[config.mk]
export PLATFORM = sky130hd
export DESIGN_NAME = pimc_panel
export DESIGN_NICKNAME = d
export VERILOG_FILES = /design/src/shared/pimc_pkg.sv /design/src/design/pimc_panel.sv
export SDC_FILE = /design/constraint.sdc
export NUM_CORES = 1
export LEC_CHECK = 0
export BUFFER_PORTS_ARGS = -buffer_cell sky130_fd_sc_hd__clkbuf_2
export CAP_MARGIN = 20
export CORE_ASPECT_RATIO = 1.2
export CORE_MARGIN = 2
export CORE_UTILIZATION = 52
export CTS_BUF_LIST = sky130_fd_sc_hd__clkbuf_8
export DETAILED_ROUTE_END_ITERATION = 10
export PLACE_DENSITY_LB_ADDON = 0.15
export SLEW_MARGIN = 20
export SYNTH_ARGS = -nofsm -noshare
export SYNTH_HDL_FRONTEND = slang
export SYNTH_SLANG_ARGS = --single-unit
[constraint.sdc]
create_clock -name ref_clk_i -period 4 [get_ports ref_clk_i]
set_input_delay 0.2 -clock ref_clk_i [delete_from_list [all_inputs] [get_ports ref_clk_i]]
set_output_delay 0.2 -clock ref_clk_i [all_outputs]
set_load 0.005 [all_outputs]
[src/shared/pimc_pkg.sv]
/*
  Constants, carrier types and the mode enum of the front-panel
  indication and mode-control block.
  Assumes a 40 MHz system clock and debounced-by-us raw panel switches.
*/
package pimc_pkg;

  // Register byte addresses and bit positions.
  localparam logic [7:0] ADDR_CTRL = 8'h00;
  localparam logic [7:0] ADDR_STAT = 8'h04;
  localparam int CTRL_INIT_DONE = 0;
  localparam int CTRL_CLR_E5 = 1;
  localparam int CTRL_INIT_PROT = 2;
  localparam int STAT_PROT = 0;
  localparam int STAT_AUTO = 1;
  localparam int STAT_E5 = 2;
  localparam int STAT_SEQ = 3;
  localparam int STAT_BUSY = 4;
  localparam logic [2:0] CTRL_RESET = 3'h0;

  // Timing: clock period and the millisecond tick derived from it.
  localparam int CLK_PERIOD_NS = 25;
  localparam int TICK_NS = 1000000;
  localparam int TICK_CYC = TICK_NS / CLK_PERIOD_NS;
  localparam int DEBOUNCE_MS = 20;
  localparam int LONG_PRESS_MS = 5000;
  localparam int RELEASE_MS = 1000;
  localparam int STEP_MS = 1000;
  localparam int SWITCH_MS = 500;

  // Digit encodings on the segment outputs.
  localparam logic [3:0] DIG_EIGHT = 4'h8;
  localparam logic [3:0] DIG_E = 4'hE;
  localparam logic [3:0] DIG_BLANK = 4'hF;
  localparam int CODE_E5 = 5;
  localparam int CODE_UNUSED = 4;

  typedef enum logic [2:0] {
    MODE_INIT,
    MODE_CONFIG,
    MODE_SW_PROT,
    MODE_SW_CFG,
    MODE_PROT
  } pimc_mode_t;

  typedef struct packed {
    logic psel;
    logic penable;
    logic pwrite;
    logic [7:0] paddr;
    logic [31:0] pwdata;
  } pimc_apb_req_t;

  typedef struct packed {
    logic power_on_lamp;
    logic general_error_lamp;
    logic link_ready_lamp;
    logic host_link_alarm_lamp;
    logic auto_address_lamp;
    logic config_mode_lamp;
    logic network_supply_fault_lamp;
    logic configuration_error_lamp;
  } pimc_lamps_t;

  typedef struct packed {
    logic blank;
    logic [3:0] tens_digit;
    logic [3:0] units_digit;
    logic tens_dot;
    logic units_dot;
  } pimc_seg_t;

endpackage : pimc_pkg

[src/design/pimc_panel.sv]
/*
  Front-panel lamps, two-digit segment display and SET/display switch
  mode control, with a small APB register slave.
  Assumes synchronous inputs, slave lists indexed 0-31 for standard or
  A slaves and 32-63 for B slaves, and a mismatch list computed outside.
*/
// The register addresses and the APB interface to the registers were chosen for this implementation.
`timescale 1ns/1ps
module pimc_panel #(
  parameter int TICK_CYC = pimc_pkg::TICK_CYC
) (
  input wire logic ref_clk_i,
  input wire logic resetn_i,
  input wire pimc_pkg::pimc_apb_req_t apb_i,
  output logic [31:0] prdata_o,
  output logic pready_o,
  output logic pslverr_o,
  input wire logic link_ready_i,
  input wire logic link_alarm_i,
  input wire logic supply_low_i,
  input wire logic [9:0] fault_i,
  input wire logic [63:0] detected_slave_list_i,
  input wire logic [63:0] mismatch_list_i,
  input wire logic display_request_switch_i,
  input wire logic set_switch_i,
  output pimc_pkg::pimc_lamps_t lamps_o,
  output pimc_pkg::pimc_seg_t seg_o,
  output logic store_cfg_o
);

  generate
    if (TICK_CYC < 2 || TICK_CYC > 65536)
    begin : g_bad_tick
      $error("TICK_CYC out of range");
    end
  endgenerate

  // Returns the first set index at or above from; bit 6 set means none.
  function automatic logic [6:0] find_next(input logic [63:0] l, input logic [6:0] from);
    logic [6:0] r;
    r = 7'h40;
    for (int i = 63; i >= 0; i--)
    begin
      if (l[i] && 7'(i) >= from)
        r = 7'(i);
    end
    return r;
  endfunction : find_next

  // Decimal split of a 5-bit address onto the two digits.
  function automatic pimc_pkg::pimc_seg_t show_addr(input logic [5:0] idx);
    pimc_pkg::pimc_seg_t s;
    s = '0;
    s.tens_digit = 4'(idx[4:0] / 5'h0A);
    s.units_digit = 4'(idx[4:0] % 5'h0A);
    s.units_dot = idx[5];
    return s;
  endfunction : show_addr

  logic [15:0] tick_cnt_r, tick_cnt_nxt;
  logic tick;
  logic [1:0] deb_r, deb_nxt, deb_q_r;
  logic [4:0] deb_cnt_r [2];
  logic [4:0] deb_cnt_nxt [2];
  logic [1:0] sw_raw;
  logic request_rise, set_fall;

  assign tick = (tick_cnt_r == 16'(TICK_CYC - 1));
  assign sw_raw = {set_switch_i, display_request_switch_i};
  assign request_rise = deb_r[0] & ~deb_q_r[0];

  // Millisecond tick and switch debounce; a level must hold for the full
  // debounce time before it is believed, which costs that much latency.
  always_comb
  begin
    tick_cnt_nxt = tick ? 16'h0000 : tick_cnt_r + 16'h0001;
    deb_nxt = deb_r;
    for (int i = 0; i < 2; i++)
    begin
      deb_cnt_nxt[i] = deb_cnt_r[i];
      if (sw_raw[i] == deb_r[i])
        deb_cnt_nxt[i] = 5'h00;
      else if (tick && deb_cnt_r[i] == 5'(pimc_pkg::DEBOUNCE_MS - 1))
      begin
        deb_nxt[i] = sw_raw[i];
        deb_cnt_nxt[i] = 5'h00;
      end
      else if (tick)
        deb_cnt_nxt[i] = deb_cnt_r[i] + 5'h01;
    end
  end

  always_ff @(posedge ref_clk_i or negedge resetn_i)
  begin
    if (!resetn_i)
    begin
      tick_cnt_r <= 16'h0000;
      deb_r <= 2'h0;
      deb_q_r <= 2'h0;
      deb_cnt_r[0] <= 5'h00;
      deb_cnt_r[1] <= 5'h00;
    end
    else
    begin
      tick_cnt_r <= tick_cnt_nxt;
      deb_r <= deb_nxt;
      deb_q_r <= deb_r;
      deb_cnt_r <= deb_cnt_nxt;
    end
  end

  logic [2:0] ctrl_r, ctrl_nxt;
  logic clr_e5;
  logic apb_wr, apb_setup;

  pimc_pkg::pimc_mode_t mode_r, mode_nxt;
  logic [12:0] hold_r, hold_nxt;
  logic [9:0] rel_r, rel_nxt;
  logic [9:0] swc_r, swc_nxt;
  logic armed_r, armed_nxt, auto_r, auto_nxt, e5_r, e5_nxt, store_nxt;
  logic long_press, short_press, set_act;

  assign set_fall = ~deb_r[1] & deb_q_r[1];
  assign long_press = armed_r & deb_r[1] & tick
    & (hold_r == 13'(pimc_pkg::LONG_PRESS_MS - 1));
  assign short_press = armed_r & set_fall;
  assign set_act = long_press | short_press;

  // SET switch timing and mode machine. Arming needs one second released,
  // so a switch held down can never produce a second change.
  always_comb
  begin
    mode_nxt = mode_r;
    hold_nxt = hold_r;
    rel_nxt = rel_r;
    swc_nxt = swc_r;
    armed_nxt = armed_r;
    auto_nxt = auto_r;
    e5_nxt = e5_r;
    store_nxt = 1'b0;
    if (deb_r[1])
      rel_nxt = 10'h000;
    else if (tick && rel_r != 10'(pimc_pkg::RELEASE_MS - 1))
      rel_nxt = rel_r + 10'h001;
    else if (tick)
      armed_nxt = 1'b1;
    if (armed_r && deb_r[1])
      hold_nxt = tick ? hold_r + 13'h0001 : hold_r;
    else
      hold_nxt = 13'h0000;
    if (set_act)
      armed_nxt = 1'b0;
    if (clr_e5)
      e5_nxt = 1'b0;
    case (mode_r)
      pimc_pkg::MODE_INIT:
      begin
        if (ctrl_r[pimc_pkg::CTRL_INIT_DONE])
          mode_nxt = ctrl_r[pimc_pkg::CTRL_INIT_PROT] ?
            pimc_pkg::MODE_PROT : pimc_pkg::MODE_CONFIG;
      end
      pimc_pkg::MODE_CONFIG:
      begin
        if (set_act && detected_slave_list_i[0])
          e5_nxt = 1'b1;
        else if (set_act)
        begin
          mode_nxt = pimc_pkg::MODE_SW_PROT;
          swc_nxt = 10'h000;
          store_nxt = long_press;
          auto_nxt = long_press;
        end
      end
      pimc_pkg::MODE_PROT:
      begin
        if (long_press)
        begin
          mode_nxt = pimc_pkg::MODE_SW_CFG;
          swc_nxt = 10'h000;
        end
      end
      pimc_pkg::MODE_SW_PROT, pimc_pkg::MODE_SW_CFG:
      begin
        if (tick && swc_r == 10'(pimc_pkg::SWITCH_MS - 1))
          mode_nxt = (mode_r == pimc_pkg::MODE_SW_PROT) ?
            pimc_pkg::MODE_PROT : pimc_pkg::MODE_CONFIG;
        else if (tick)
          swc_nxt = swc_r + 10'h001;
      end
      default:
        mode_nxt = pimc_pkg::MODE_INIT;
    endcase
  end

  always_ff @(posedge ref_clk_i or negedge resetn_i)
  begin
    if (!resetn_i)
    begin
      mode_r <= pimc_pkg::MODE_INIT;
      hold_r <= 13'h0000;
      rel_r <= 10'h000;
      swc_r <= 10'h000;
      armed_r <= 1'b0;
      auto_r <= 1'b0;
      e5_r <= 1'b0;
      store_cfg_o <= 1'b0;
    end
    else
    begin
      mode_r <= mode_nxt;
      hold_r <= hold_nxt;
      rel_r <= rel_nxt;
      swc_r <= swc_nxt;
      armed_r <= armed_nxt;
      auto_r <= auto_nxt;
      e5_r <= e5_nxt;
      store_cfg_o <= store_nxt;
    end
  end

  logic seq_r, seq_nxt;
  logic [5:0] idx_r, idx_nxt;
  logic [9:0] step_r, step_nxt;
  logic [63:0] seq_list;
  logic [6:0] f_first, f_next;
  logic in_mode;

  assign in_mode = (mode_r == pimc_pkg::MODE_CONFIG) || (mode_r == pimc_pkg::MODE_PROT);
  assign seq_list = (mode_r == pimc_pkg::MODE_PROT) ?
    mismatch_list_i : detected_slave_list_i;
  assign f_first = find_next(seq_list, 7'h00);
  assign f_next = find_next(seq_list, {1'b0, idx_r} + 7'h01);

  // Address sequence. The list is walked upward, so the A half always
  // precedes the B half; presses are ignored while a walk runs.
  always_comb
  begin
    seq_nxt = seq_r;
    idx_nxt = idx_r;
    step_nxt = step_r;
    if (!seq_r && request_rise && in_mode && !f_first[6])
    begin
      seq_nxt = 1'b1;
      idx_nxt = f_first[5:0];
      step_nxt = 10'h000;
    end
    else if (seq_r && tick && step_r == 10'(pimc_pkg::STEP_MS - 1))
    begin
      step_nxt = 10'h000;
      seq_nxt = ~f_next[6];
      idx_nxt = f_next[6] ? idx_r : f_next[5:0];
    end
    else if (seq_r && tick)
      step_nxt = step_r + 10'h001;
  end

  always_ff @(posedge ref_clk_i or negedge resetn_i)
  begin
    if (!resetn_i)
    begin
      seq_r <= 1'b0;
      idx_r <= 6'h00;
      step_r <= 10'h000;
    end
    else
    begin
      seq_r <= seq_nxt;
      idx_r <= idx_nxt;
      step_r <= step_nxt;
    end
  end

  logic [9:0] faults;
  logic [3:0] code;
  logic busy88;
  logic [6:0] f_low;
  pimc_pkg::pimc_seg_t seg_nxt;
  pimc_pkg::pimc_lamps_t lamps_nxt;

  assign f_low = find_next(mismatch_list_i, 7'h00);
  assign busy88 = supply_low_i || mode_r == pimc_pkg::MODE_INIT
    || mode_r == pimc_pkg::MODE_SW_PROT || mode_r == pimc_pkg::MODE_SW_CFG;

  // Display priority: 88, then the lowest error code, then addresses.
  always_comb
  begin
    faults = fault_i;
    faults[pimc_pkg::CODE_E5] = fault_i[pimc_pkg::CODE_E5] | e5_r;
    faults[pimc_pkg::CODE_UNUSED] = 1'b0;
    code = 4'h0;
    for (int i = 9; i >= 0; i--)
    begin
      if (faults[i])
        code = 4'(i);
    end
    seg_nxt = '0;
    if (busy88)
    begin
      seg_nxt.tens_digit = pimc_pkg::DIG_EIGHT;
      seg_nxt.units_digit = pimc_pkg::DIG_EIGHT;
    end
    else if (|faults)
    begin
      seg_nxt.tens_digit = pimc_pkg::DIG_E;
      seg_nxt.units_digit = code;
    end
    else if (seq_r)
      seg_nxt = show_addr(idx_r);
    else if (mode_r == pimc_pkg::MODE_PROT && !f_low[6])
      seg_nxt = show_addr(f_low[5:0]);
    else
    begin
      seg_nxt.blank = 1'b1;
      seg_nxt.tens_digit = pimc_pkg::DIG_BLANK;
      seg_nxt.units_digit = pimc_pkg::DIG_BLANK;
    end
    lamps_nxt.power_on_lamp = 1'b1;
    lamps_nxt.general_error_lamp = (|faults) | supply_low_i;
    lamps_nxt.link_ready_lamp = link_ready_i;
    lamps_nxt.host_link_alarm_lamp = link_alarm_i;
    lamps_nxt.auto_address_lamp = (mode_r == pimc_pkg::MODE_PROT) & auto_r;
    lamps_nxt.config_mode_lamp = (mode_r == pimc_pkg::MODE_CONFIG);
    lamps_nxt.network_supply_fault_lamp = supply_low_i;
    lamps_nxt.configuration_error_lamp = |mismatch_list_i;
  end

  always_ff @(posedge ref_clk_i or negedge resetn_i)
  begin
    if (!resetn_i)
    begin
      seg_o <= '0;
      lamps_o <= '0;
    end
    else
    begin
      seg_o <= seg_nxt;
      lamps_o <= lamps_nxt;
    end
  end

  logic [31:0] prdata_nxt;
  logic mapped;

  assign apb_setup = apb_i.psel & ~apb_i.penable;
  assign apb_wr = apb_i.psel & apb_i.penable & apb_i.pwrite;
  assign mapped = apb_i.paddr == pimc_pkg::ADDR_CTRL || apb_i.paddr == pimc_pkg::ADDR_STAT;
  assign clr_e5 = apb_wr && apb_i.paddr == pimc_pkg::ADDR_CTRL
    && apb_i.pwdata[pimc_pkg::CTRL_CLR_E5];
  assign pready_o = 1'b1;
  assign pslverr_o = apb_i.psel & apb_i.penable & ~mapped;

  // APB slave with no wait states; read data is captured in the setup
  // cycle so that it comes from a flip-flop during the access phase.
  always_comb
  begin
    ctrl_nxt = ctrl_r;
    prdata_nxt = prdata_o;
    if (apb_wr && apb_i.paddr == pimc_pkg::ADDR_CTRL)
    begin
      ctrl_nxt = apb_i.pwdata[2:0];
      ctrl_nxt[pimc_pkg::CTRL_CLR_E5] = 1'b0;
    end
    if (apb_setup)
    begin
      prdata_nxt = 32'h0000_0000;
      if (apb_i.paddr == pimc_pkg::ADDR_CTRL)
        prdata_nxt[2:0] = ctrl_r;
      else if (apb_i.paddr == pimc_pkg::ADDR_STAT)
      begin
        prdata_nxt[pimc_pkg::STAT_PROT] = (mode_r == pimc_pkg::MODE_PROT);
        prdata_nxt[pimc_pkg::STAT_AUTO] = auto_r;
        prdata_nxt[pimc_pkg::STAT_E5] = e5_r;
        prdata_nxt[pimc_pkg::STAT_SEQ] = seq_r;
        prdata_nxt[pimc_pkg::STAT_BUSY] = busy88;
      end
    end
  end

  always_ff @(posedge ref_clk_i or negedge resetn_i)
  begin
    if (!resetn_i)
    begin
      ctrl_r <= pimc_pkg::CTRL_RESET;
      prdata_o <= 32'h0000_0000;
    end
    else
    begin
      ctrl_r <= ctrl_nxt;
      prdata_o <= prdata_nxt;
    end
  end
endmodule : pimc_panel

; After elaboration in Yosys (flattened, before gate mapping)
; Index checks and enable logic that the tools add are counted.
; W data, S select, Z words.
[totals]
regBits = 113
in_bits = 188
output_inout_bits = 54
wordCells = 517
[classes]
add_sub_neg = 8
n_div = 4
order_cmp = 64
eq_ne = 25
muxes = 257
n_bitwise = 22
reduce_logical = 105
[ops]
columns = operator, n
row1 = $mux W7, 192
row2 = $ge A6 B7 Y1 const A, 32
row3 = $ge A5 B7 Y1 const A, 16
row4 = $mux W10, 10
row5 = $logic_and A1 B1 Y1, 78
row6 = $mux W64, 1
row7 = $reduce_or A64 Y1, 1
row8 = $ge A4 B7 Y1 const A, 8
row9 = $mux W4, 9
row10 = $mux W5, 7
row11 = $add A10 B1 Y10 const B, 3
row12 = $pmux W10 S3, 1
row13 = $ge A3 B7 Y1 const A, 4
row14 = $mux W13, 2
row15 = $mux W3, 8
row16 = $mux W6, 3
row17 = $ne A2 B2 Y1 const B, 9
row18 = $add A16 B1 Y16 const B, 1
row19 = $eq A16 B16 Y1 const B, 1
row20 = $mux W16, 1
row21 = $mux W8, 2
row22 = $mux W1, 15
row23 = $ge A1 B7 Y1 const A, 2
row24 = $ge A2 B7 Y1 const A, 2
row25 = other kinds (35), 77

; Logic depth before layout (Yosys ltp)
; Gate-level depths: netlist of run 1.
[logic_depth]
word_depth = 70
mapped_depth = 17
depth_no_buf = 17

; Worst setup path after synthesis of run 1
; Ideal clock, no wire load.
[synth_path]
kind = register to register
start = register idx_r[1]
end = register idx_r[2]
setup_time_ps = 127
t_arrival_ps = 3984
required_time_ps = 3873
path_slack_ps = -112
stages_incl_launch_ff = 15
path_buffers = 3
synth_period_minus_slack_ps = 4112
path_cell_list = dfrtp_1 buf_4 buf_4 inv_1 ha_1 clkbuf_1 a21oi_1 o41ai_4 a21oi_2 or2_4 or4_4 or3_4 o41ai_4 inv_2 mux2_1
[synth_via]
elab_chain_len = 70
elab_cells_between_ends = 198
cone_classes = 1 x add/sub / 64 x order compare / 1 x eq/ne / 67 x mux / 65 x reduce/logical
[synth_rtl]
columns = element, line_no
row1 = start: declaration, pimc_panel.sv:222  ; logic [5:0] idx_r, idx_nxt;
row2 = start signal: assignment, pimc_panel.sv:268  ; idx_r <= idx_nxt;
row3 = $add A6 B1 Y7 *, pimc_panel.sv:232  ; assign f_next = find_next(seq_list, {1'b0, idx_r} + 7'h01);
row4 = $ge A6 B7 Y1, pimc_panel.sv:44  ; if (l[i] && 7'(i) >= from)
row5 = $logic_and A1 B1 Y1, pimc_panel.sv:44
row6 = $mux W7 (63 in a row), pimc_panel.sv:44
row7 = $mux W7 *, pimc_panel.sv:44
row8 = $mux W6, pimc_panel.sv:251  ; idx_nxt = f_next[6] ? idx_r : f_next[5:0];
row9 = $mux W6, pimc_panel.sv:247  ; else if (seq_r && tick && step_r == 10'(pimc_pkg::STEP_MS - 1))
row10 = $mux W6, pimc_panel.sv:241  ; if (!seq_r && request_rise && in_mode && !f_first[6])
; Mark *: on every way between the ends. The rest lies on a longest branch, timed or not. The select of a mux whose other input is x is not followed.
; A chain may end at the register's enable or synchronous reset.

; Final worst setup path of run 1
[layout_path]
start = register idx_r[0]
end = register idx_r[1]
; The elaborated chain is that of the path after synthesis.

==> results of run 1 <==
[registers in the layout, indices dropped and copies added (netlist names), 3 cells and up]
name / flops
tick_cnt_r: 16
idx_r: 6
swc_r: 10
rel_r: 10
mode_r: 3
deb_cnt_r: 10
lamps_o: 8
step_r: 10
prdata_o: 5
hold_r: 13
seg_o: 10
[worst max-delay path: stages (launching register included)]
cell	delay, ps
dfrtp_1	430
inv_1	80
ha_1	340
buf_12	160
nor2b_2	60
and3_1	220
o41ai_4	490
a21oi_2	130
or2_4	250
or4_4	530
or3_4	380
o41ai_4	310
inv_2	100
buf_4	150
o211ai_1	220
[layout make-up]
cell class | instances | share of cell area [%]
clock inverter | 7 | 0.5413
tap | 274 | 2.431
timing repair buffer | 364 | 16.95
multi-input combinational | 1329 | 57.93
clock buffer | 9 | 0.8784
inverter | 52 | 1.384
sequential | 112 | 19.88
[Yosys cell counts, types with 8 or more instances]
cell type	count	area [um2]
ha_1	18	225.2
a211oi_1	20	150.1
nand2b_1	26	162.7
nand3b_1	15	112.6
buf_4	39	292.8
xnor2_1	18	157.7
nor3_1	55	275.3
o221ai_1	8	70.07
o311ai_0	10	87.58
mux2i_1	46	460.4
and3_1	20	125.1
a22oi_1	10	75.07
o211ai_1	13	97.59
nor2_1	190	713.2
nand4_1	32	200.2
nor4_1	45	281.5
o22ai_1	12	75.07
inv_1	50	187.7
buf_2	14	70.07
o21ai_0	104	520.5
a21o_1	10	75.07
o21bai_1	12	90.09
and2_1	16	100.1
a311oi_1	8	70.07
nand3_1	56	280.3
o31ai_1	21	157.7
a31oi_1	15	93.84
a21oi_1	115	575.6
nand2_1	157	589.3
clkbuf_1	25	93.84
xor2_1	27	236.5
or3_1	18	112.6
or4_1	12	90.09
o41ai_1	8	70.07
dfrtp_1	112	2803
nor2b_1	19	118.9
mux2_2	15	168.9
[power by group through the flow]
| stage | Sequential (mW) | Clock [mW] | Combinational, mW |
|---|---|---|---|
| 3_3_place_gp | 1.17 | 0 | 0.625 |
| 6_report | 1.15 | 0.663 | 0.655 |
| 5_1_grt | 1.15 | 0.716 | 0.704 |
| 2_1_floorplan | 1.16 | 0 | 0.298 |
| 3_5_place_dp | 1.17 | 0 | 0.627 |
| 4_1_cts | 1.15 | 0.676 | 0.635 |
[layout by cell type, fill, tap and decap left out, types with 8 or more instances in the layout]
cell	instances
a211oi_1	20
a21o_1	10
a21oi_1	115
a22oi_1	10
a311oi_1	8
a31oi_1	15
and2_1	16
and3_1	20
buf_12	8
buf_4	171
clkbuf_2	181
clkbuf_8	9
conb_1	30
dfrtp_1	111
ha_1	17
inv_1	50
mux2_2	15
mux2i_1	46
nand2_1	157
nand2b_1	26
nand3_1	56
nand3b_1	15
nand4_1	32
nor2_1	190
nor2b_1	19
nor3_1	55
nor4_1	45
o211ai_1	13
o21ai_0	103
o21bai_1	12
o221ai_1	8
o22ai_1	12
o311ai_0	9
o31ai_1	21
or3_1	18
or4_1	12
xnor2_1	18
xor2_1	26
[per-layer routing]
| metal | wire length, um | GRT usage [%] | share of wire, % | up-vias |
|---|---|---|---|---|
| met1 | 16970 | 43.85 | 37 | 6518 |
| li1 | - | - | - | 6400 |
| met3 | 3131 | 4.432 | 6.7 | 189 |
| met2 | 22900 | 66.92 | 49 | 689 |
| met5 | 0 | 0 | 0 | - |
| met4 | 3429 | 24.90 | 7.4 | 0 |
[stage by stage]
stage | setup TNS [ps] | total power [mW] | setup slack, ps
2_1_floorplan | 0 | 1.462 | 3.715
5_1_grt | -36.91 | 2.567 | -36.91
4_1_cts | -6.501 | 2.457 | -6.501
3_3_place_gp | -94.77 | 1.792 | -94.77
6_report | 0 | 2.464 | 40.55
3_5_place_dp | -35.13 | 1.795 | -35.13
[final timing paths]
| path | from | to | slack (ps) | cells after the start |
|---|---|---|---|---|
| min reg2reg | deb_r[0] | deb_q_r[0] | 480 | 0 |
| max in group asynchronous | resetn_i | lamps_o[5] | 2800 | 3 |
| max | idx_r[0] | idx_r[1] | 40 | 14 |
| min | apb_i[0] | ctrl_r[0] | 50 | 2 |
| max reg2reg | idx_r[0] | idx_r[1] | 40 | 14 |
| min in group asynchronous | resetn_i | tick_cnt_r[7] | 310 | 2 |
[logic make-up (layout without fill, tap and decap cells)]
kind of cell | after synthesis | after routing
DFF | 112 | 112
AOI/OAI and AO/OA | 461 | 461
other | 2 | 30
buffers and inverters | 144 | 432
xor gates and xnor gates | 46 | 46
adders and majority gates | 19 | 19
and+or+nand+nor | 711 | 711
muxes | 62 | 62
[timing repair]
| item | in CTS | in global routing |
|---|---|---|
| hold buffers | 4 | 0 |
| setup buffers | 2 | 2 |
| resized for setup | 2 | 6 |
| hold endpoints to repair | 33 | 0 |
| pin swaps | 1 | 2 |
| setup endpoints to repair | 3 | 7 |
==> results.sh, run 1 <==
export IMPL_synth_edf_count=0
export IMPL_yosys_area_share_adder_pct=2.027
export IMPL_ant_nets=0
export IMPL_multi_input_area_mm2=0.008169
export IMPL_synth_compound_area_share_pct=26.79
export IMPL_cts_sinks=112
export IMPL_setup_viol=0
export IMPL_die_area_mm2=0.02354
export IMPL_antenna_found_initial=0
export IMPL_final_cells=2147
export IMPL_finalCriticalPeriod_ps=3959
export IMPL_start_util_pct=53.30
export IMPL_startpoint_type="register"
export IMPL_mappedNetlistArea_mm2=0.01161
export IMPL_cts_max_level=3
export IMPL_place_inst=2123
export IMPL_p_clk_share_pct=26.9
export IMPL_holdWs_ps=50.02
export IMPL_synthXorXnorAreaFrac_pct=3.633
export IMPL_die_y_um=167.7
export IMPL_path_class="reg2reg"
export IMPL_drt_pass1_iter_count=6
export IMPL_fp_row_count=59
export IMPL_final_core_util_pct=64.75
export IMPL_powerDensity_mw_per_mm2=174.7
export IMPL_ys_async_sr_fraction_pct=100.0
export IMPL_io_buffers=182
export IMPL_place_hpwl_um=37950
export IMPL_synth_cells=1557
export IMPL_p_comb_share_pct=26.6
export IMPL_vias=13796
export IMPL_yosys_warnings=0
export IMPL_max_slew_margin_pct=37.49
export IMPL_grt_pass1_wl_um=70900
export IMPL_placed_cell_area_mm2=0.01378
export IMPL_cts_buffers=9
export IMPL_p_int_mw=1.640
export IMPL_drtIter0Drc=1198
export IMPL_hold_path_class="in2reg"
export IMPL_maxCapViolations=0
export IMPL_switchingPower_mw=0.8239
export IMPL_clock_path_buffers=2
export IMPL_synth_top_family_by_area="simple AND/OR/NAND/NOR gates"
export IMPL_synthSimpleGateAreaFrac_pct=31.20
export IMPL_insertion_delay_ps=380
export IMPL_grt_pass1_vias=13220
export IMPL_clkSlewWorstSetupHoldPaths_ps=120
export IMPL_switching_share_pct=33.44
export IMPL_cts_root_buf="clkbuf_8"
export IMPL_routedWlPerCell_um=21.63
export IMPL_gp_congestion=1.046
export IMPL_core_area_mm2=0.02178
export IMPL_post_drt_via_cell_ratio=6.426
export IMPL_io_pins=242
export IMPL_die_w_um=140.4
export IMPL_drc_errors=0
export IMPL_cts_tree="done"
export IMPL_critical_path_max_fanout=12
export IMPL_crit_required_ps=4290
export IMPL_wirelength_um=46430
export IMPL_seqPwrFrac_pct=46.5
export IMPL_status="finished, final reports clean"
export IMPL_drive_gt1_share_pct=23.28
export IMPL_tightest_slew_ps=925.6
export IMPL_nets=2074
export IMPL_synthMuxAreaShare_pct=5.520
export IMPL_rsz0062_at_grt="yes"
export IMPL_seq_area_mm2=0.002804
export IMPL_fillers=1993
export IMPL_finalClockSkew_ps=13.44
export IMPL_synthFlopType="dfrtp_1"
export IMPL_yosysSeqAreaShare_pct=24.15
export IMPL_grt_max_degree=53
export IMPL_n_antenna_cell=0
export IMPL_yosys_cell_types_count=103
export IMPL_ys_seq_elements=112
export IMPL_slew_viol_final=0
export IMPL_design_area_mm2=0.01410
export IMPL_hold_viol_final=0
export IMPL_cp_arrival_ps=4250
export IMPL_grt_total_usage_pct=38.17
export IMPL_syn_avg_cell_area_um2=7.454
export IMPL_vdd_drop_max_v=0.0003699
export IMPL_p_leak_nw=6.099
export IMPL_fmax_ghz=0.2526
export IMPL_grt_overflow=0
export IMPL_critPathCaptureType="register"
export IMPL_final_period_utilization_pct=98.99
export IMPL_area_delta_synth_final_pct=21.50
No activity file was read; power rests on OpenSTA's default activity.
==> inputs of run 2 (changes only) <==
--- a/config.mk
+++ b/config.mk
@@ -9,8 +9,9 @@
 export CAP_MARGIN = 20
 export CORE_ASPECT_RATIO = 1.2
 export CORE_MARGIN = 2
-export CORE_UTILIZATION = 52
+export CORE_UTILIZATION = 55
 export CTS_BUF_LIST = sky130_fd_sc_hd__clkbuf_8
+export CTS_CLUSTER_DIAMETER = 80
 export DETAILED_ROUTE_END_ITERATION = 10
 export PLACE_DENSITY_LB_ADDON = 0.15
 export SLEW_MARGIN = 20
==> constraint.sdc (replaced) <==
create_clock -name ref_clk_i -period 4.05 [get_ports ref_clk_i]
set_input_delay 0.2025 -clock ref_clk_i [delete_from_list [all_inputs] [get_ports ref_clk_i]]
set_output_delay 0.2025 -clock ref_clk_i [all_outputs]
set_load 0.005 [all_outputs]
==> run 2 against run 1 <==
  * Via count rose by 1.2%
  * Die area is 5.3% lower
  * Critical path depth is 1 lower
  * Utilization is 3.3 points higher
  * Sequential share of layout area decreased by 0.10 points
  * Count of clock-buffer cells in the layout increased by 1
  * Design area grew 0.51%
  * Global-route usage increased by 1.6 points
  * Sequential cell count did not move
  * Largest cell class unchanged
  * Largest power group unchanged
  * Highest routed layer unchanged
==> results.sh, run 2 (synthesis gave the netlist of run 1 again) <==
export IMPL_seq_area_mm2=0.002804
export IMPL_path_depth=13
export IMPL_seqPwrFrac_pct=45.9
export IMPL_path_class="reg2reg"
export IMPL_cts_buffers=9
export IMPL_multi_input_area_mm2=0.008263
export IMPL_drc_errors=0
export IMPL_cpPeakStageDelay_ps=530
export IMPL_die_y_um=163.1
export IMPL_die_w_um=136.6
export IMPL_die_area_mm2=0.02229
export IMPL_antenna_found_initial=2
export IMPL_p_leak_nw=6.122
export IMPL_reg_top3="tick_cnt_r x16, hold_r x13"
export IMPL_drt_pass1_iter_count=8
export IMPL_cts_root_buf="clkbuf_8"
export IMPL_cts_tree="done"
export IMPL_io_buffers=182
export IMPL_critical_path_max_fanout=11
export IMPL_fillers=1854
export IMPL_post_drt_via_cell_ratio=6.501
export IMPL_cpMostUsedCell="o41ai_4"
export IMPL_nets=2077
export IMPL_vias=13958
export IMPL_critPathCaptureType="register"
export IMPL_clkSlewWorstSetupHoldPaths_ps=120
export IMPL_p_clk_share_pct=27.4
export IMPL_wirelength_um=45440
export IMPL_fp_row_count=58
export IMPL_final_period_utilization_pct=98.84
export IMPL_final_cell_mix="nor2_1, clkbuf_2, buf_4, nand2_1, a21oi_1"
export IMPL_startpoint_type="register"
export IMPL_tightest_slew_ps=994.4
export IMPL_ant_nets=0
export IMPL_placed_cell_area_mm2=0.01369
export IMPL_largest_reg_flops=16
export IMPL_vdd_drop_max_v=0.0003145
export IMPL_fmax_ghz=0.2498
export IMPL_gp_congestion=1.103
export IMPL_p_int_mw=1.643
export IMPL_hold_depth=2
export IMPL_start_util_pct=55.73
export IMPL_grt_pass1_vias=13154
export IMPL_grt_total_usage_pct=39.78
export IMPL_hold_path_class="in2reg"
export IMPL_finalCriticalPeriod_ps=4003
export IMPL_maxCapViolations=0
export IMPL_p_comb_share_pct=26.7
export IMPL_crit_required_ps=4320
export IMPL_hold_viol_final=0
export IMPL_routedWlPerCell_um=21.16
export IMPL_cp_slowest_cell="or4_4"
export IMPL_clock_path_buffers=2
export IMPL_switchingPower_mw=0.8185
export IMPL_status="finished, final reports clean"
export IMPL_grt_overflow=0
export IMPL_design_area_mm2=0.01417
export IMPL_cts_sinks=112
export IMPL_cp_arrival_ps=4270
export IMPL_fin_setup_tns_ps=0
export IMPL_setup_viol=0
export IMPL_drive_gt1_share_pct=24.09
export IMPL_crit_buf_inv=3
export IMPL_crit_chain="buf_4, ha_4, buf_6, or4bb_4, o31ai_4, o41ai_4, a21oi_2, or2_4, or4_4, or3_4, o41ai_4, inv_2, mux2_1"
export IMPL_switching_share_pct=33.25
export IMPL_insertion_delay_ps=380
export IMPL_rr_worst_depth=13
export IMPL_grt_pass1_wl_um=68720
export IMPL_powerDensity_mw_per_mm2=173.7
export IMPL_place_hpwl_um=36620
export IMPL_io_pins=242
export IMPL_grt_max_degree=58
export IMPL_holdWs_ps=47.05
export IMPL_drtIter0Drc=1295
export IMPL_final_common_cell="nor2_1"
export IMPL_slew_viol_final=0
export IMPL_cts_max_level=3
export IMPL_max_slew_margin_pct=33.50
export IMPL_top_register="tick_cnt_r"
export IMPL_core_area_mm2=0.02083
export IMPL_area_delta_synth_final_pct=22.11
export IMPL_finalClockSkew_ps=18.69
export IMPL_cp_top_family="simple AND/OR/NAND/NOR gates"
-- run 2: per-layer routing --
metal  vias to the layer above  track usage (%)  wire (um)
li1                       6417                -          -
met1                      6548            43.74      16240
met2                       743            66.73      21550
met3                       250            8.256       3514
met4                         0            30.30       4126
met5                         -                0          0
-- run 2: layout make-up --
cell class	count	area share, %
antenna	1	0.01766
clock inverter	6	0.4679
inverter	52	1.377
clock buffer	10	0.9711
tap	270	2.384
multi-input combinational	1329	58.30
timing repair buffer	367	16.69
sequential	112	19.78
-- run 2: worst register-to-register path, stage by stage (launching register included) --
cell     delay (ps)
dfrtp_1         400
buf_4           160
ha_4            200
buf_6           150
or4bb_4         220
o31ai_4          90
o41ai_4         480
a21oi_2         120
or2_4           260
or4_4           530
or3_4           420
o41ai_4         480
inv_2            70
mux2_1          310
-- run 2: what timing repair did --
| action | in CTS | in global routing |
|---|---|---|
| hold buffers | 4 | 0 |
| setup buffers | 0 | 11 |
| cloned | 0 | 0 |
| endpoints found under the setup margin | 1 | 7 |
| endpoints found under the hold margin | 58 | 0 |
| pin swaps | 0 | 7 |
| resized for setup | 1 | 28 |
-- run 2: through the flow --
stage | cells | utilization (%) | setup WS, ps | total power, mW
after floorplan | 1585 | - | 53.72 | 1.444
after detailed placement | 2115 | 65.73 | -76.20 | 1.757
final | 2147 | 68.05 | 46.92 | 2.461
after global routing | 2146 | 68.03 | -47.46 | 2.557
after global placement | 2115 | 65.73 | 34.78 | 1.754
after CTS | 2135 | 66.92 | 51.59 | 2.424
-- run 2: path summary, 6_finish.rpt --
path                          start             to  slack [ps]
min in group asynchronous  resetn_i  tick_cnt_r[0]         400
min reg2reg                swc_r[9]       swc_r[9]         500
max                        idx_r[0]       idx_r[2]          50
max reg2reg                idx_r[0]       idx_r[2]          50
min                        apb_i[0]      ctrl_r[0]          50
max in group asynchronous  resetn_i       swc_r[2]        2680
-- run 2: power by group through the flow --
stage | combinational [mW] | sequential (mW) | clock [mW]
finish | 0.657 | 1.13 | 0.674
global route | 0.702 | 1.13 | 0.723
detailed placement | 0.605 | 1.15 | 0
floorplan | 0.294 | 1.15 | 0
CTS | 0.611 | 1.13 | 0.683
global placement | 0.602 | 1.15 | 0
==> inputs of run 3 (changes only) <==
--- a/config.mk
+++ b/config.mk
@@ -9,7 +9,7 @@
 export CAP_MARGIN = 20
 export CORE_ASPECT_RATIO = 1.2
 export CORE_MARGIN = 2
-export CORE_UTILIZATION = 55
+export CORE_UTILIZATION = 33
 export CTS_BUF_LIST = sky130_fd_sc_hd__clkbuf_8
 export CTS_CLUSTER_DIAMETER = 80
 export DETAILED_ROUTE_END_ITERATION = 10
==> run 3 against run 2 <==
  * Design area grew 3.2%
  * Clock skew shrank 7.3 ps
  * Critical path depth shrank 1
  * Count of clock-buffer cells in the layout is the same
==> results.sh, run 3 (synthesis gave the netlist of run 1 again) <==
export IMPL_status="finished, final reports clean"
export IMPL_drive_gt1_share_pct=25.20
export IMPL_finalCriticalPeriod_ps=3944
export IMPL_rsz0062_at_grt="no"
export IMPL_p_total_mw=2.459
export IMPL_die_area_mm2=0.03669
export IMPL_die_w_um=175.2
export IMPL_final_cell_mix="buf_4, nor2_1, clkbuf_2, nand2_1, a21oi_1"
export IMPL_holdWs_ps=43.19
export IMPL_core_area_mm2=0.03481
export IMPL_crit_chain="ha_2, buf_4, nand2b_1, o32ai_1, a211oi_1, o211a_1, nor4_1, o21ai_0, a21oi_1, o311ai_0, buf_4, a31oi_1"
export IMPL_p_leak_nw=6.299
export IMPL_design_area_mm2=0.01462
export IMPL_crit_required_ps=4340
export IMPL_cts_max_level=3
export IMPL_reg2reg_from="idx_r[0]"
export IMPL_drt_pass1_iter_count=5
export IMPL_vdd_drop_max_v=0.0001967
export IMPL_crit_end="idx_r[0]"
export IMPL_final_common_cell="buf_4"
export IMPL_setup_ws_ps=106.3
export IMPL_cts_tree="done"
export IMPL_vias=13735
export IMPL_cts_sinks=112
export IMPL_p_clk_share_pct=25.8
export IMPL_clock_path_buffers=2
export IMPL_grt_total_usage_pct=28.16
export IMPL_hold_path_class="in2reg"
export IMPL_hold_viol_final=0
export IMPL_grt_pass1_wl_um=79590
export IMPL_cts_root_buf="clkbuf_8"
export IMPL_fin_setup_tns_ps=0
export IMPL_r2r_end="idx_r[0]"
export IMPL_fp_row_count=75
export IMPL_top_register="tick_cnt_r"
export IMPL_largest_reg_flops=16
export IMPL_max_slew_margin_pct=31.65
export IMPL_seqPwrFrac_pct=45.9
export IMPL_drc_errors=0
export IMPL_gp_congestion=0.9944
export IMPL_final_period_utilization_pct=97.38
export IMPL_critPathCaptureType="register"
export IMPL_routedWlPerCell_um=22.27
export IMPL_place_inst=2356
export IMPL_reg_top3="tick_cnt_r x16, hold_r x13"
export IMPL_p_int_mw=1.643
export IMPL_final_cells=2376
export IMPL_place_hpwl_um=44460
export IMPL_slew_viol_final=0
export IMPL_grt_overflow=0
export IMPL_startpoint_type="register"
export IMPL_fmax_ghz=0.2536
export IMPL_switchingPower_mw=0.8156
export IMPL_critPathLaunch="idx_r[0]"
export IMPL_cp_arrival_ps=4240
export IMPL_area_delta_synth_final_pct=26.00
export IMPL_setup_viol=0
export IMPL_drtIter0Drc=1163
export IMPL_ant_nets=0
export IMPL_wirelength_um=52910
export IMPL_powerDensity_mw_per_mm2=168.1
export IMPL_clkSlewWorstSetupHoldPaths_ps=110
export IMPL_p_comb_share_pct=28.3
export IMPL_antenna_found_initial=1
export IMPL_io_pins=242
export IMPL_insertion_delay_ps=390
export IMPL_io_buffers=182
export IMPL_critical_path_max_fanout=8
export IMPL_cpMostUsedCell="buf_4"
export IMPL_pre_cts_ws_ps=-130.0
export IMPL_path_class="reg2reg"
export IMPL_cp_slowest_cell="o32ai_1"
export IMPL_grt_pass1_vias=13143
export IMPL_post_drt_via_cell_ratio=5.781
export IMPL_final_core_util_pct=42.01
export IMPL_regToRegSetupSlack_ps=110
export IMPL_nets=2115
export IMPL_maxCapViolations=0
export IMPL_cpPeakStageDelay_ps=880
export IMPL_placed_cell_area_mm2=0.01435
export IMPL_die_y_um=209.4
export IMPL_cts_buffers=9
export IMPL_tightest_slew_ps=1022
export IMPL_switching_share_pct=33.17
export IMPL_grt_max_degree=71
export IMPL_finalClockSkew_ps=11.37
export IMPL_start_util_pct=33.34
export IMPL_rr_worst_depth=12
run 3: final cells by class:
type                    count  area [um2]
well taps                 462       578.1
inverters                  52       195.2
fillers                  3725       20190
repair buffers            405        2673
clock buffers              10       137.6
multi-input cells        1329        8193
diodes                      1       2.502
clock inverters             5       41.29
flip-flops and latches    112        2804
run 3: how the worst min path moves through the flow:
stage                       from  slack [ps]  cells after the start    endpoint
floorplan               resetn_i         -90                      0     armed_r
global route          fault_i[0]          40                      2    seg_o[3]
CTS                   fault_i[0]          20                      2    seg_o[3]
global placement    link_alarm_i         310                      1  lamps_o[4]
finish                fault_i[0]          40                      2    seg_o[3]
detailed placement  link_ready_i         310                      1  lamps_o[5]
run 3: power by group through the flow:
stage          clock [mW]  combinational [mW]  sequential, mW
6_report            0.635               0.696            1.13
3_3_place_gp            0               0.677            1.15
5_1_grt             0.710               0.749            1.13
4_1_cts             0.676               0.681            1.13
2_1_floorplan           0               0.294            1.15
3_5_place_dp            0               0.674            1.15
run 3: layer usage:
| layer | share of wire [%] | global-route usage (%) | up-vias |
|---|---|---|---|
| met3 | 6.1 | 3.478 | 100 |
| met4 | 4.6 | 11.64 | 2 |
| met1 | 40 | 34.14 | 6562 |
| li1 | - | - | 6501 |
| met5 | 0.025 | 0 | - |
| met2 | 49 | 50.15 | 570 |
run 3: critical path: cells and delay by family (launching register included):
kind,cells,cell delay (ps)
fa+ha+maj,1,260
simple gates,2,500
buf+inv,2,360
compound gates,7,2310
flops,1,430
run 3: repair_timing:
action	4_1_cts	5_1_grt
resized for setup	1	14
endpoints found under the setup margin	1	6
hold endpoints to repair	72	0
pin swaps	0	1
hold buffers	4	0
buffers inserted	0	0
